==> src/verilog/scs_cfg.svh <==
// Constants of the serial configuration sequencer: offsets, fields, timing.
// Functional notes
// - Request low in user mode restarts configuration.
// - Request fall pulls completion and status low.
// - Status stays low 268 us minimum.
// - Status released after request high, unless held.
// - Status held low through power-on delay.
// - Completion low until all data received.
// - Completion rises only after every bit arrives.
// - Passive mode samples data on clock rise.
// - Data pin becomes user I/O afterwards.
// - Init-done pin driven low until initialization ends.
// - Oscillator init: user mode 175..437 us later.
// - Start-up clock: delay, then 8576 cycles.
// - Four active clock rates, each doubling; the divider gives the top two the same 50 MHz clock.
// - Highest rate barred for multi-device chains.
// - Four-bit mode takes four bits per cycle.
// - Active mode shifts and samples on falling edge.
// - Init clock: oscillator or start-up clock input.
`ifndef SCS_CFG_SVH
`define SCS_CFG_SVH

`define SCS_CORE_PERIOD_NS 10
`define SCS_US2CYC_UP(us) \
    ((((us) * 1000) + `SCS_CORE_PERIOD_NS - 1) / `SCS_CORE_PERIOD_NS)

`define SCS_POR_DELAY_US 100
`define SCS_STATUS_LOW_MIN_US 268
`define SCS_INIT_MIN_US 175
`define SCS_INIT_MAX_US 437
`define SCS_CU_PERIODS 4
`define SCS_SLOW_CLK_PERIOD_NS 80
`define SCS_CU_CYCLES \
    (((`SCS_CU_PERIODS * `SCS_SLOW_CLK_PERIOD_NS) + \
    `SCS_CORE_PERIOD_NS - 1) / `SCS_CORE_PERIOD_NS)
`define SCS_USER_INIT_CYCLES 8576

`define SCS_RATE0_KHZ 12500
`define SCS_RATE1_KHZ 25000
`define SCS_RATE2_KHZ 50000
`define SCS_RATE3_KHZ 100000
`define SCS_HALF_UP(khz) \
    ((1000000 + (2 * (khz) * `SCS_CORE_PERIOD_NS) - 1) / \
    (2 * (khz) * `SCS_CORE_PERIOD_NS))

`define SCS_OFS_CTRL 8'h00
`define SCS_OFS_LENGTH 8'h04
`define SCS_OFS_CMD 8'h08
`define SCS_OFS_STATUS 8'h0c
`define SCS_OFS_COUNT 8'h10

`define SCS_CTRL_MODE_LO 0
`define SCS_CTRL_RATE_LO 2
`define SCS_CTRL_MULTI 4
`define SCS_CTRL_INIT_USER 5
`define SCS_CTRL_INIT_DONE_EN 6
`define SCS_CTRL_DUAL_USER 7

`define SCS_CTRL_RESET 8'h00
`define SCS_LENGTH_RESET 32'h0000_1000
`define SCS_CMD_RESET 8'h03

`endif

==> src/verilog/scs_pkg.sv <==
// Types shared by the serial configuration sequencer.
package scs_pkg;
    typedef enum logic [5:0] {
        ST_POR = 6'h01,
        ST_CLEAR = 6'h02,
        ST_RELEASE = 6'h04,
        ST_LOAD = 6'h08,
        ST_INIT = 6'h10,
        ST_USER = 6'h20
    } scs_state_t;

    typedef enum logic [1:0] {
        MODE_PS = 2'h0,
        MODE_AS1 = 2'h1,
        MODE_AS4 = 2'h2
    } scs_mode_t;
endpackage : scs_pkg

==> src/verilog/scs_sequencer.sv <==
// Serial configuration sequencer with an APB register slave.
`include "scs_cfg.svh"

module scs_sequencer #(
    parameter int ADDR_W = 12,
    parameter int POR_CYCLES = `SCS_US2CYC_UP(`SCS_POR_DELAY_US),
    parameter int STATUS_LOW_CYCLES =
        `SCS_US2CYC_UP(`SCS_STATUS_LOW_MIN_US),
    parameter int INIT_OSC_CYCLES =
        `SCS_US2CYC_UP((`SCS_INIT_MIN_US + `SCS_INIT_MAX_US) / 2),
    parameter int USER_INIT_CYCLES = `SCS_USER_INIT_CYCLES
) (
    // Clock and reset
    input wire logic CORE_CLK_I,
    input wire logic RESET_I,
    // APB slave
    input wire logic PSEL_I,
    input wire logic PENABLE_I,
    input wire logic PWRITE_I,
    input wire logic [ADDR_W-1:0] PADDR_I,
    input wire logic [31:0] PWDATA_I,
    output logic [31:0] PRDATA_O,
    output logic PREADY_O,
    output logic PSLVERR_O,
    // Request and open-drain status and completion lines
    input wire logic CONFIG_REQUEST_N_I,
    input wire logic CONFIG_STATUS_N_I,
    output logic CONFIG_STATUS_N_O,
    output logic CONFIG_STATUS_N_OE_O,
    input wire logic CONFIG_COMPLETE_I,
    output logic CONFIG_COMPLETE_O,
    output logic CONFIG_COMPLETE_OE_O,
    // Configuration clock, host-driven in passive mode
    input wire logic CONFIG_CLOCK_I,
    output logic CONFIG_CLOCK_O,
    output logic CONFIG_CLOCK_OE_O,
    // Serial data pins
    input wire logic SERIAL_CONFIG_DATA_I,
    input wire logic [3:0] FLASH_DATA_LINES_I,
    output logic FLASH_SERIAL_OUT_O,
    // Initialization
    input wire logic USER_CLOCK_I,
    output logic INIT_DONE_O,
    output logic INIT_DONE_OE_O,
    // User side
    output logic [3:0] CFG_DATA_O,
    output logic CFG_VALID_O,
    output logic USER_MODE_O,
    output logic USER_DATA_O,
    output scs_pkg::scs_state_t SEQ_STATE_O
);
    import scs_pkg::*;

    localparam logic [23:0] POR_C = 24'(POR_CYCLES);
    localparam logic [23:0] STAT_LOW_C = 24'(STATUS_LOW_CYCLES);
    localparam logic [23:0] OSC_C = 24'(INIT_OSC_CYCLES);
    localparam logic [23:0] USER_C = 24'(USER_INIT_CYCLES);
    localparam logic [23:0] CU_C = 24'(`SCS_CU_CYCLES);
    localparam logic [2:0] HALF0 = 3'(`SCS_HALF_UP(`SCS_RATE0_KHZ));
    localparam logic [2:0] HALF1 = 3'(`SCS_HALF_UP(`SCS_RATE1_KHZ));
    localparam logic [2:0] HALF2 = 3'(`SCS_HALF_UP(`SCS_RATE2_KHZ));
    localparam logic [2:0] HALF3 = 3'(`SCS_HALF_UP(`SCS_RATE3_KHZ));

    // Pin synchronisation; the completion input is only reported.
    logic [9:0] pin_raw;
    logic [9:0] pin_s;
    logic req_n_s, stat_n_s, config_clock_s, data_s, uclk_s, done_s;
    logic [3:0] flash_s;

    assign pin_raw = {CONFIG_COMPLETE_I, CONFIG_REQUEST_N_I,
                      CONFIG_STATUS_N_I, CONFIG_CLOCK_I,
                      SERIAL_CONFIG_DATA_I, FLASH_DATA_LINES_I,
                      USER_CLOCK_I};
    assign {done_s, req_n_s, stat_n_s, config_clock_s, data_s, flash_s,
            uclk_s} = pin_s;

    scs_sync #(.WIDTH(10)) u_sync (
        .clk_i(CORE_CLK_I),
        .reset_i(RESET_I),
        .d_i(pin_raw),
        .q_o(pin_s)
    );

    logic config_clock_d_r, uclk_d_r;
    logic config_clock_rise, config_clock_fall, uclk_rise;

    always_ff @(posedge CORE_CLK_I) begin
        if (RESET_I) begin
            config_clock_d_r <= 1'b0;
            uclk_d_r <= 1'b0;
        end else begin
            config_clock_d_r <= config_clock_s;
            uclk_d_r <= uclk_s;
        end
    end

    assign config_clock_rise = config_clock_s & ~config_clock_d_r;
    assign config_clock_fall = ~config_clock_s & config_clock_d_r;
    assign uclk_rise = uclk_s & ~uclk_d_r;

    // Register file.
    logic [7:0] ctrl_r;
    logic [31:0] length_r;
    logic [7:0] cmd_r;
    logic pready_r, pslverr_r;
    logic [31:0] prdata_r, rdata_nxt;
    logic apb_acc, addr_ok, apb_wr;
    logic [31:0] bit_cnt_r;
    scs_state_t state_r, state_nxt;

    assign apb_acc = PSEL_I & PENABLE_I;
    assign apb_wr = apb_acc & pready_r & PWRITE_I & addr_ok;

    always_comb begin
        addr_ok = ~|PADDR_I[ADDR_W-1:8];
        rdata_nxt = 32'h0000_0000;
        case (PADDR_I[7:0])
            `SCS_OFS_CTRL: rdata_nxt = {24'h00_0000, ctrl_r};
            `SCS_OFS_LENGTH: rdata_nxt = length_r;
            `SCS_OFS_CMD: rdata_nxt = {24'h00_0000, cmd_r};
            `SCS_OFS_STATUS: rdata_nxt = {24'h00_0000, done_s,
                                          USER_MODE_O, state_r};
            `SCS_OFS_COUNT: rdata_nxt = bit_cnt_r;
            default: addr_ok = 1'b0;
        endcase
        if (!addr_ok) begin
            rdata_nxt = 32'h0000_0000;
        end
    end

    // One wait state: the answer is prepared in the first access cycle.
    always_ff @(posedge CORE_CLK_I) begin
        if (RESET_I) begin
            pready_r <= 1'b0;
            pslverr_r <= 1'b0;
            prdata_r <= 32'h0000_0000;
        end else begin
            pready_r <= apb_acc & ~pready_r;
            if (apb_acc & ~pready_r) begin
                pslverr_r <= ~addr_ok;
                prdata_r <= PWRITE_I ? 32'h0000_0000 : rdata_nxt;
            end else begin
                pslverr_r <= 1'b0;
            end
        end
    end

    always_ff @(posedge CORE_CLK_I) begin
        if (RESET_I) begin
            ctrl_r <= `SCS_CTRL_RESET;
            length_r <= `SCS_LENGTH_RESET;
            cmd_r <= `SCS_CMD_RESET;
        end else if (apb_wr) begin
            case (PADDR_I[7:0])
                `SCS_OFS_CTRL: ctrl_r <= PWDATA_I[7:0];
                `SCS_OFS_LENGTH: length_r <= PWDATA_I;
                `SCS_OFS_CMD: cmd_r <= PWDATA_I[7:0];
                default: ;
            endcase
        end
    end

    // Decoded options.
    logic [1:0] mode, rate, rate_eff;
    logic is_ps, is_x4, init_user;

    assign mode = ctrl_r[`SCS_CTRL_MODE_LO +: 2];
    assign rate = ctrl_r[`SCS_CTRL_RATE_LO +: 2];
    assign is_ps = (mode == MODE_PS);
    assign is_x4 = (mode == MODE_AS4);
    assign init_user = ctrl_r[`SCS_CTRL_INIT_USER];
    // A chain cannot run at the top rate, so it falls back one step.
    assign rate_eff = (ctrl_r[`SCS_CTRL_MULTI] && rate == 2'h3) ?
                      2'h2 : rate;

    // Counters and sequencing.
    logic [23:0] por_cnt_r, stat_cnt_r, init_cnt_r, uclk_cnt_r;
    logic [1:0] falls_r;
    logic bit_done, init_ready, as_en, as_fall, clk_fall;
    logic as_clk_r;
    logic [2:0] half_cnt_r, half_sel;
    logic [3:0] cmd_left_r;

    assign bit_done = (bit_cnt_r >= length_r);
    assign init_ready = init_user ? (uclk_cnt_r >= USER_C)
                                  : (init_cnt_r >= OSC_C);
    assign clk_fall = is_ps ? config_clock_fall : as_fall;

    always_comb begin
        state_nxt = state_r;
        case (state_r)
            ST_POR: begin
                if (por_cnt_r >= POR_C) state_nxt = ST_CLEAR;
            end
            ST_CLEAR: begin
                if (req_n_s && stat_cnt_r >= STAT_LOW_C) begin
                    state_nxt = ST_RELEASE;
                end
            end
            ST_RELEASE: begin
                // An external low on the status line delays loading.
                if (stat_n_s) state_nxt = ST_LOAD;
            end
            ST_LOAD: begin
                if (bit_done) state_nxt = ST_INIT;
            end
            ST_INIT: begin
                if (falls_r == 2'h2 && init_ready) begin
                    state_nxt = ST_USER;
                end
            end
            ST_USER: ;
            default: state_nxt = ST_POR;
        endcase
        if (state_r != ST_POR && !req_n_s) begin
            state_nxt = ST_CLEAR;
        end
    end

    always_ff @(posedge CORE_CLK_I) begin
        if (RESET_I) begin
            state_r <= ST_POR;
        end else begin
            state_r <= state_nxt;
        end
    end

    always_ff @(posedge CORE_CLK_I) begin
        if (RESET_I) begin
            por_cnt_r <= 24'h00_0000;
            stat_cnt_r <= 24'h00_0000;
        end else begin
            if (state_r == ST_POR && por_cnt_r != POR_C) begin
                por_cnt_r <= por_cnt_r + 24'h00_0001;
            end
            if (state_r != ST_CLEAR) begin
                stat_cnt_r <= 24'h00_0000;
            end else if (stat_cnt_r != STAT_LOW_C) begin
                stat_cnt_r <= stat_cnt_r + 24'h00_0001;
            end
        end
    end

    // Active serial clock divider; idle low outside loading and initialization.
    assign as_en = ~is_ps & (state_r == ST_LOAD || state_r == ST_INIT);

    always_comb begin
        case (rate_eff)
            2'h0: half_sel = HALF0;
            2'h1: half_sel = HALF1;
            2'h2: half_sel = HALF2;
            default: half_sel = HALF3;
        endcase
    end

    assign as_fall = as_en & as_clk_r & (half_cnt_r >= half_sel - 3'h1);

    always_ff @(posedge CORE_CLK_I) begin
        if (RESET_I || !as_en) begin
            as_clk_r <= 1'b0;
            half_cnt_r <= 3'h0;
        end else if (half_cnt_r >= half_sel - 3'h1) begin
            as_clk_r <= ~as_clk_r;
            half_cnt_r <= 3'h0;
        end else begin
            half_cnt_r <= half_cnt_r + 3'h1;
        end
    end

    // Command out on falling edges, then data sampled on falling edges.
    // Sampling uses synchronised lines, so the flash must hold its data
    // for several core cycles; the top rate is limited by the divider.
    logic [7:0] cmd_sh_r;
    logic flash_out_r;

    always_ff @(posedge CORE_CLK_I) begin
        if (RESET_I) begin
            cmd_sh_r <= 8'h00;
            cmd_left_r <= 4'h0;
            flash_out_r <= 1'b0;
        end else if (state_r != ST_LOAD) begin
            flash_out_r <= cmd_r[7];
            cmd_sh_r <= {cmd_r[6:0], 1'b0};
            cmd_left_r <= 4'h8;
        end else if (as_fall && cmd_left_r != 4'h0) begin
            flash_out_r <= cmd_sh_r[7];
            cmd_sh_r <= {cmd_sh_r[6:0], 1'b0};
            cmd_left_r <= cmd_left_r - 4'h1;
        end
    end

    // Bit capture.
    logic ps_take, as_take;
    logic [3:0] cfg_data_r;
    logic cfg_valid_r;

    // Clock edges count only once status is released.
    assign ps_take = is_ps & config_clock_rise & stat_n_s;
    assign as_take = ~is_ps & as_fall & (cmd_left_r == 4'h0);

    always_ff @(posedge CORE_CLK_I) begin
        if (RESET_I || state_r != ST_LOAD) begin
            bit_cnt_r <= (RESET_I) ? 32'h0000_0000 :
                         (state_r == ST_RELEASE ? 32'h0000_0000 : bit_cnt_r);
            cfg_valid_r <= 1'b0;
            cfg_data_r <= 4'h0;
        end else if ((ps_take || as_take) && !bit_done) begin
            cfg_valid_r <= 1'b1;
            if (as_take && is_x4) begin
                cfg_data_r <= flash_s;
                bit_cnt_r <= bit_cnt_r + 32'h0000_0004;
            end else begin
                cfg_data_r <= {3'h0, ps_take ? data_s : flash_s[0]};
                bit_cnt_r <= bit_cnt_r + 32'h0000_0001;
            end
        end else begin
            cfg_valid_r <= 1'b0;
        end
    end

    // Initialization timing from the completion rise.
    always_ff @(posedge CORE_CLK_I) begin
        if (RESET_I || state_r != ST_INIT) begin
            init_cnt_r <= 24'h00_0000;
            uclk_cnt_r <= 24'h00_0000;
            falls_r <= 2'h0;
        end else begin
            if (init_cnt_r != 24'hff_ffff) begin
                init_cnt_r <= init_cnt_r + 24'h00_0001;
            end
            if (clk_fall && falls_r != 2'h2) begin
                falls_r <= falls_r + 2'h1;
            end
            // The start-up clock is ignored until the enable delay ends.
            if (init_user && init_cnt_r >= CU_C && uclk_rise &&
                uclk_cnt_r != USER_C) begin
                uclk_cnt_r <= uclk_cnt_r + 24'h00_0001;
            end
        end
    end

    // Registered pin and user outputs.
    logic status_oe_r, complete_oe_r, init_oe_r, user_mode_r;
    logic clk_oe_r, user_data_r, pin_low_r;

    always_ff @(posedge CORE_CLK_I) begin
        if (RESET_I) begin
            status_oe_r <= 1'b1;
            complete_oe_r <= 1'b1;
            init_oe_r <= 1'b0;
            user_mode_r <= 1'b0;
            clk_oe_r <= 1'b0;
            user_data_r <= 1'b0;
            pin_low_r <= 1'b0;
        end else begin
            status_oe_r <= (state_nxt == ST_POR ||
                            state_nxt == ST_CLEAR);
            complete_oe_r <= !(state_nxt == ST_INIT ||
                               state_nxt == ST_USER);
            init_oe_r <= ctrl_r[`SCS_CTRL_INIT_DONE_EN] &&
                         state_nxt == ST_INIT;
            user_mode_r <= (state_nxt == ST_USER);
            clk_oe_r <= as_en;
            user_data_r <= (state_r == ST_USER) &&
                           ctrl_r[`SCS_CTRL_DUAL_USER] && data_s;
            pin_low_r <= 1'b0;
        end
    end

    assign PRDATA_O = prdata_r;
    assign PREADY_O = pready_r;
    assign PSLVERR_O = pslverr_r;
    assign CONFIG_STATUS_N_O = pin_low_r;
    assign CONFIG_STATUS_N_OE_O = status_oe_r;
    assign CONFIG_COMPLETE_O = pin_low_r;
    assign CONFIG_COMPLETE_OE_O = complete_oe_r;
    assign CONFIG_CLOCK_O = as_clk_r;
    assign CONFIG_CLOCK_OE_O = clk_oe_r;
    assign FLASH_SERIAL_OUT_O = flash_out_r;
    assign INIT_DONE_O = pin_low_r;
    assign INIT_DONE_OE_O = init_oe_r;
    assign CFG_DATA_O = cfg_data_r;
    assign CFG_VALID_O = cfg_valid_r;
    assign USER_MODE_O = user_mode_r;
    assign USER_DATA_O = user_data_r;
    assign SEQ_STATE_O = state_r;
endmodule : scs_sequencer

==> src/verilog/scs_sync.sv <==
// Two-stage synchroniser for a group of asynchronous pin inputs.
module scs_sync #(
    parameter int WIDTH = 1
) (
    // Clock and reset
    input wire logic clk_i,
    input wire logic reset_i,
    // Data
    input wire logic [WIDTH-1:0] d_i,
    output logic [WIDTH-1:0] q_o
);
    logic [WIDTH-1:0] meta_r;

    always_ff @(posedge clk_i) begin
        if (reset_i) begin
            meta_r <= '0;
            q_o <= '0;
        end else begin
            meta_r <= d_i;
            q_o <= meta_r;
        end
    end
endmodule : scs_sync

==> config.mk <==
export PLATFORM = sky130hd
export DESIGN_NAME = scs_sequencer
export DESIGN_NICKNAME = d
export VERILOG_FILES = /design/src/verilog/scs_pkg.sv /design/src/verilog/scs_sequencer.sv /design/src/verilog/scs_sync.sv
export VERILOG_INCLUDE_DIRS = /design/src /design/src/verilog
export SDC_FILE = /design/constraint.sdc
export NUM_CORES = 1
export LEC_CHECK = 0
export CORE_UTILIZATION = 25
export CTS_BUF_LIST = sky130_fd_sc_hd__clkbuf_8 sky130_fd_sc_hd__clkbuf_16
export CTS_CLUSTER_SIZE = 16
export DETAILED_ROUTE_END_ITERATION = 16
export DONT_BUFFER_PORTS = 1
export PLACE_DENSITY = 0.46
export SETUP_SLACK_MARGIN = 0.15
export SLEW_MARGIN = 20
export SYNTH_ARGS = -nofsm -noshare
export SYNTH_HDL_FRONTEND = slang
export SYNTH_SLANG_ARGS = --single-unit
==> constraint.sdc <==
create_clock -name CORE_CLK_I -period 9.73 [get_ports CORE_CLK_I]
set_input_delay 1.4595 -clock CORE_CLK_I [delete_from_list [all_inputs] [get_ports CORE_CLK_I]]
set_output_delay 1.4595 -clock CORE_CLK_I [all_outputs]
set_load 0.02 [all_outputs]
==> flow_summary.ini <==
[outcome]
status = completed

[run]
maxCapViolCount = 0

[drt]
drt_first_pass_iters = 5
viasPerCell = 4.88
ant_nets = 0
wirelength_um = 36700
remaining_drc_errors = 0
drt_iter0_drc = 611
post_drt_wl_per_cell_um = 16.7
dr_total_vias = 10800

[cts]
cts-root-buf = clkbuf_16
post_cts_resize_count = 0
cts_tree = done
post_cts_buffers = 0
numClockSinks = 267
hold_buffers = 0
clk_latency_ns = 0.53
cts.clk_slew.worst_paths_ns = 0.06
cts_made_buffers = 34
htreeDepth = 2
cts.path.max_buffers = 3

[yosys]
synth-seq-cells = 267
ys.flop_type = dfxtp_1
synth_cells = 1529
syn_area_per_cell_um2 = 8.70
synth_edf_count = 32
syn_area_mm2 = 0.0133
ys_async_sr_fraction = 0
synth_area_leader_cell = dfxtp_1
synthDistinctLibCells = 79
yosys_warnings = 0
synth_top_cell_area_share = 0.354
yosysSeqAreaShare = 0.426
yosys-top-cells-area = dfxtp_1 35%, edfxtp_1 7.2%, ha_1 4.6%, nor2_1 4.4%, a21oi_1 3.8%

[cells_and_area]
finalNetCount = 1602
fillers = 5629
multi_input_area_mm2 = 0.00699
syn2layout_area_growth_pct = 13.0
seq_area_mm2 = 0.00567
antennaDiodeCount = 0
fin_cells = 2205
final_layout_size_suffix_gt1_frac = 0.0613

[grt]
use_met1 = 0.175
antenna_found_initial = 0
use_met2 = 0.215
grtUsageMet3 = 0.0390
grt_usage = 0.135
busiest_layer = met2
grt_max_degree = 150
grt_pass1_wl_um = 58100
grt_pass1_vias = 10200
grt_overflow = 0

[worst_setup_path]
cp_max_fo = 32
critical_path_class = reg -> reg
cp-start-kind = register
cp-end-kind = register
critPathArrivalTime_ns = 3.78
cp_data_required_time_ns = 9.89

[timing]
worst_slew_pin_slew_ns = 0.853
fmax_mhz = 276
whs_ns = 0.442
setup-violations-final = 0
rsz0062_at_grt = no
finalCriticalPeriod_ns = 3.62
skew_ns = 0.0116
drv_slew = 0
setup_tns_ns = 0
hold_violations = 0
period_share = 0.372
max_slew_margin = 0.430

[floorplan]
die-width_um = 233
row_count = 84
start_util = 0.253
dieArea_mm2 = 0.0541
die_h_um = 233
pin_count = 115
core_mm2 = 0.0526

[power_and_ir_drop]
vdd_drop_max_mv = 0.103
p_leak_nw = 4.86
powerDensity_mw_per_mm2 = 171
power.total_mw = 2.57

[placement]
place_hpwl_um = 25700
globalplace.congestion = 0.775
dp_cells = 2146
port_buffers = 0

[hold_path]
min_path_type = reg -> reg
-- metal layers --
metal,vias up,wire [um]
li1,5416,-
met1,5080,16700
met2,214,16700
met3,49,2530
met4,0,766
met5,-,0
-- layout make-up --
type	instances	area share
Multi-Input combinational cell	1102	0.465
Clock inverter	20	0.0133
Tap cell	688	0.0573
Sequential cell	267	0.377
Inverter	77	0.0192
Timing Repair Buffer	12	0.00600
Clock buffer	39	0.0619
-- synthesized netlist by cell type (13+ instances only) --
library cell and instances:
nor2b_1 29, nor4_1 24, a22o_1 32, xnor2_1 33, o31ai_1 13, nand3_1 51, buf_2 13, edfxtp_1 32
nor2_1 155, and3_1 20, nand2b_1 22, o21ai_0 45, ha_1 49, a211oi_1 13, nand4_1 43, clkbuf_1 61
or3_1 46, inv_1 77, dfxtp_1 235, a21oi_1 102, nor3_1 36, xor2_1 33, mux2i_1 36, nand2_1 135
a22oi_1 25, or4_1 17
-- worst max-delay path: stages (launching register included) --
cell       delay, ns
edfxtp_1        0.51
ha_1            0.33
nand4_1         0.15
or3_1           0.45
a2111oi_0       0.47
o31a_1          0.49
nor3_1          0.19
a211o_2         0.63
-- stage by stage --
stage	worst slack [ns]	cell area [um^2]	util
CTS	6.04	15000	0.286
finish	6.11	15000	0.286
detailed placement	5.77	13900	0.264
global placement	5.73	13900	0.264
global route	5.85	15000	0.286
floorplan	6.42	13300	-
-- cell usage in the layout (no fill, tap or decap), types with 6 or more instances in the layout --
cell       netlist  final
ha_1            49     49
buf_4            5     12
nor4_1          24     24
nand2b_1        22     22
dfxtp_1        235    235
a222oi_1         8      8
nor2_1         155    155
nand3b_1         7      7
and4_1           9      9
nor3_1          36     36
mux2_2           8      8
or4_1           17     17
a211oi_1        13     13
a2bb2oi_1        8      8
or3_1           46     46
inv_1           77     83
nand2_1        135    135
xor2_1          33     33
a22oi_1         25     25
o31ai_1         13     13
edfxtp_1        32     32
mux2i_1         36     36
clkbuf_16        0     35
nand3_1         51     51
o21ai_1          7      7
a22o_1          32     32
o21a_1           7      7
nor2b_1         29     29
a21o_1           6      6
and3_1          20     20
o21ai_0         45     45
and2_1           9      9
clkinv_2         0      7
a21oi_1        102    102
nand4_1         43     43
xnor2_1         33     33
-- state kept, by name (all words and copies together) (netlist names), 6 cells and up --
name,flops
PRDATA_O,32
SEQ_STATE_O,6
bit_cnt_r,32
cmd_r,8
cmd_sh_r,7
ctrl_r,8
init_cnt_r,24
length_r,32
por_cnt_r,24
stat_cnt_r,24
u_sync.meta_r,10
u_sync.q_o,10
uclk_cnt_r,24
-- power breakdown --
group	switching (mW)	internal, mW	leakage (nW)
Sequential	0.0372	1.13	2.23
Clock	0.501	0.789	0.585
Combinational	0.0662	0.0467	2.05
Total	0.605	1.97	4.86
-- worst paths after layout --
check / depth (start not counted) / startpoint / endpoint / slack (ns)
setup / recovery: 7 / bit_cnt_r[12] / bit_cnt_r[18] / 6.11
hold / removal: 1 / u_sync.meta_r[0] / u_sync.q_o[0] / 0.44
setup reg to reg: 7 / bit_cnt_r[12] / bit_cnt_r[18] / 6.11
hold reg to reg: 1 / u_sync.meta_r[0] / u_sync.q_o[0] / 0.44
-- cell families (layout without fill, tap and decap cells) --
family | after synthesis | after routing | synth area share
flip-flops | 267 | 267 | 0.426
AO/OA/AOI/OAI | 309 | 309 | 0.155
buffers and inverters | 162 | 148 | 0.0501
AND/OR/NAND/NOR | 629 | 629 | 0.244
other | 2 | 4 | 0.000565
adder cells (fa/ha/maj) | 49 | 49 | 0.0461
XOR/XNOR | 67 | 67 | 0.0447
multiplexers | 44 | 44 | 0.0339
Power figures use the tool's default switching activity.
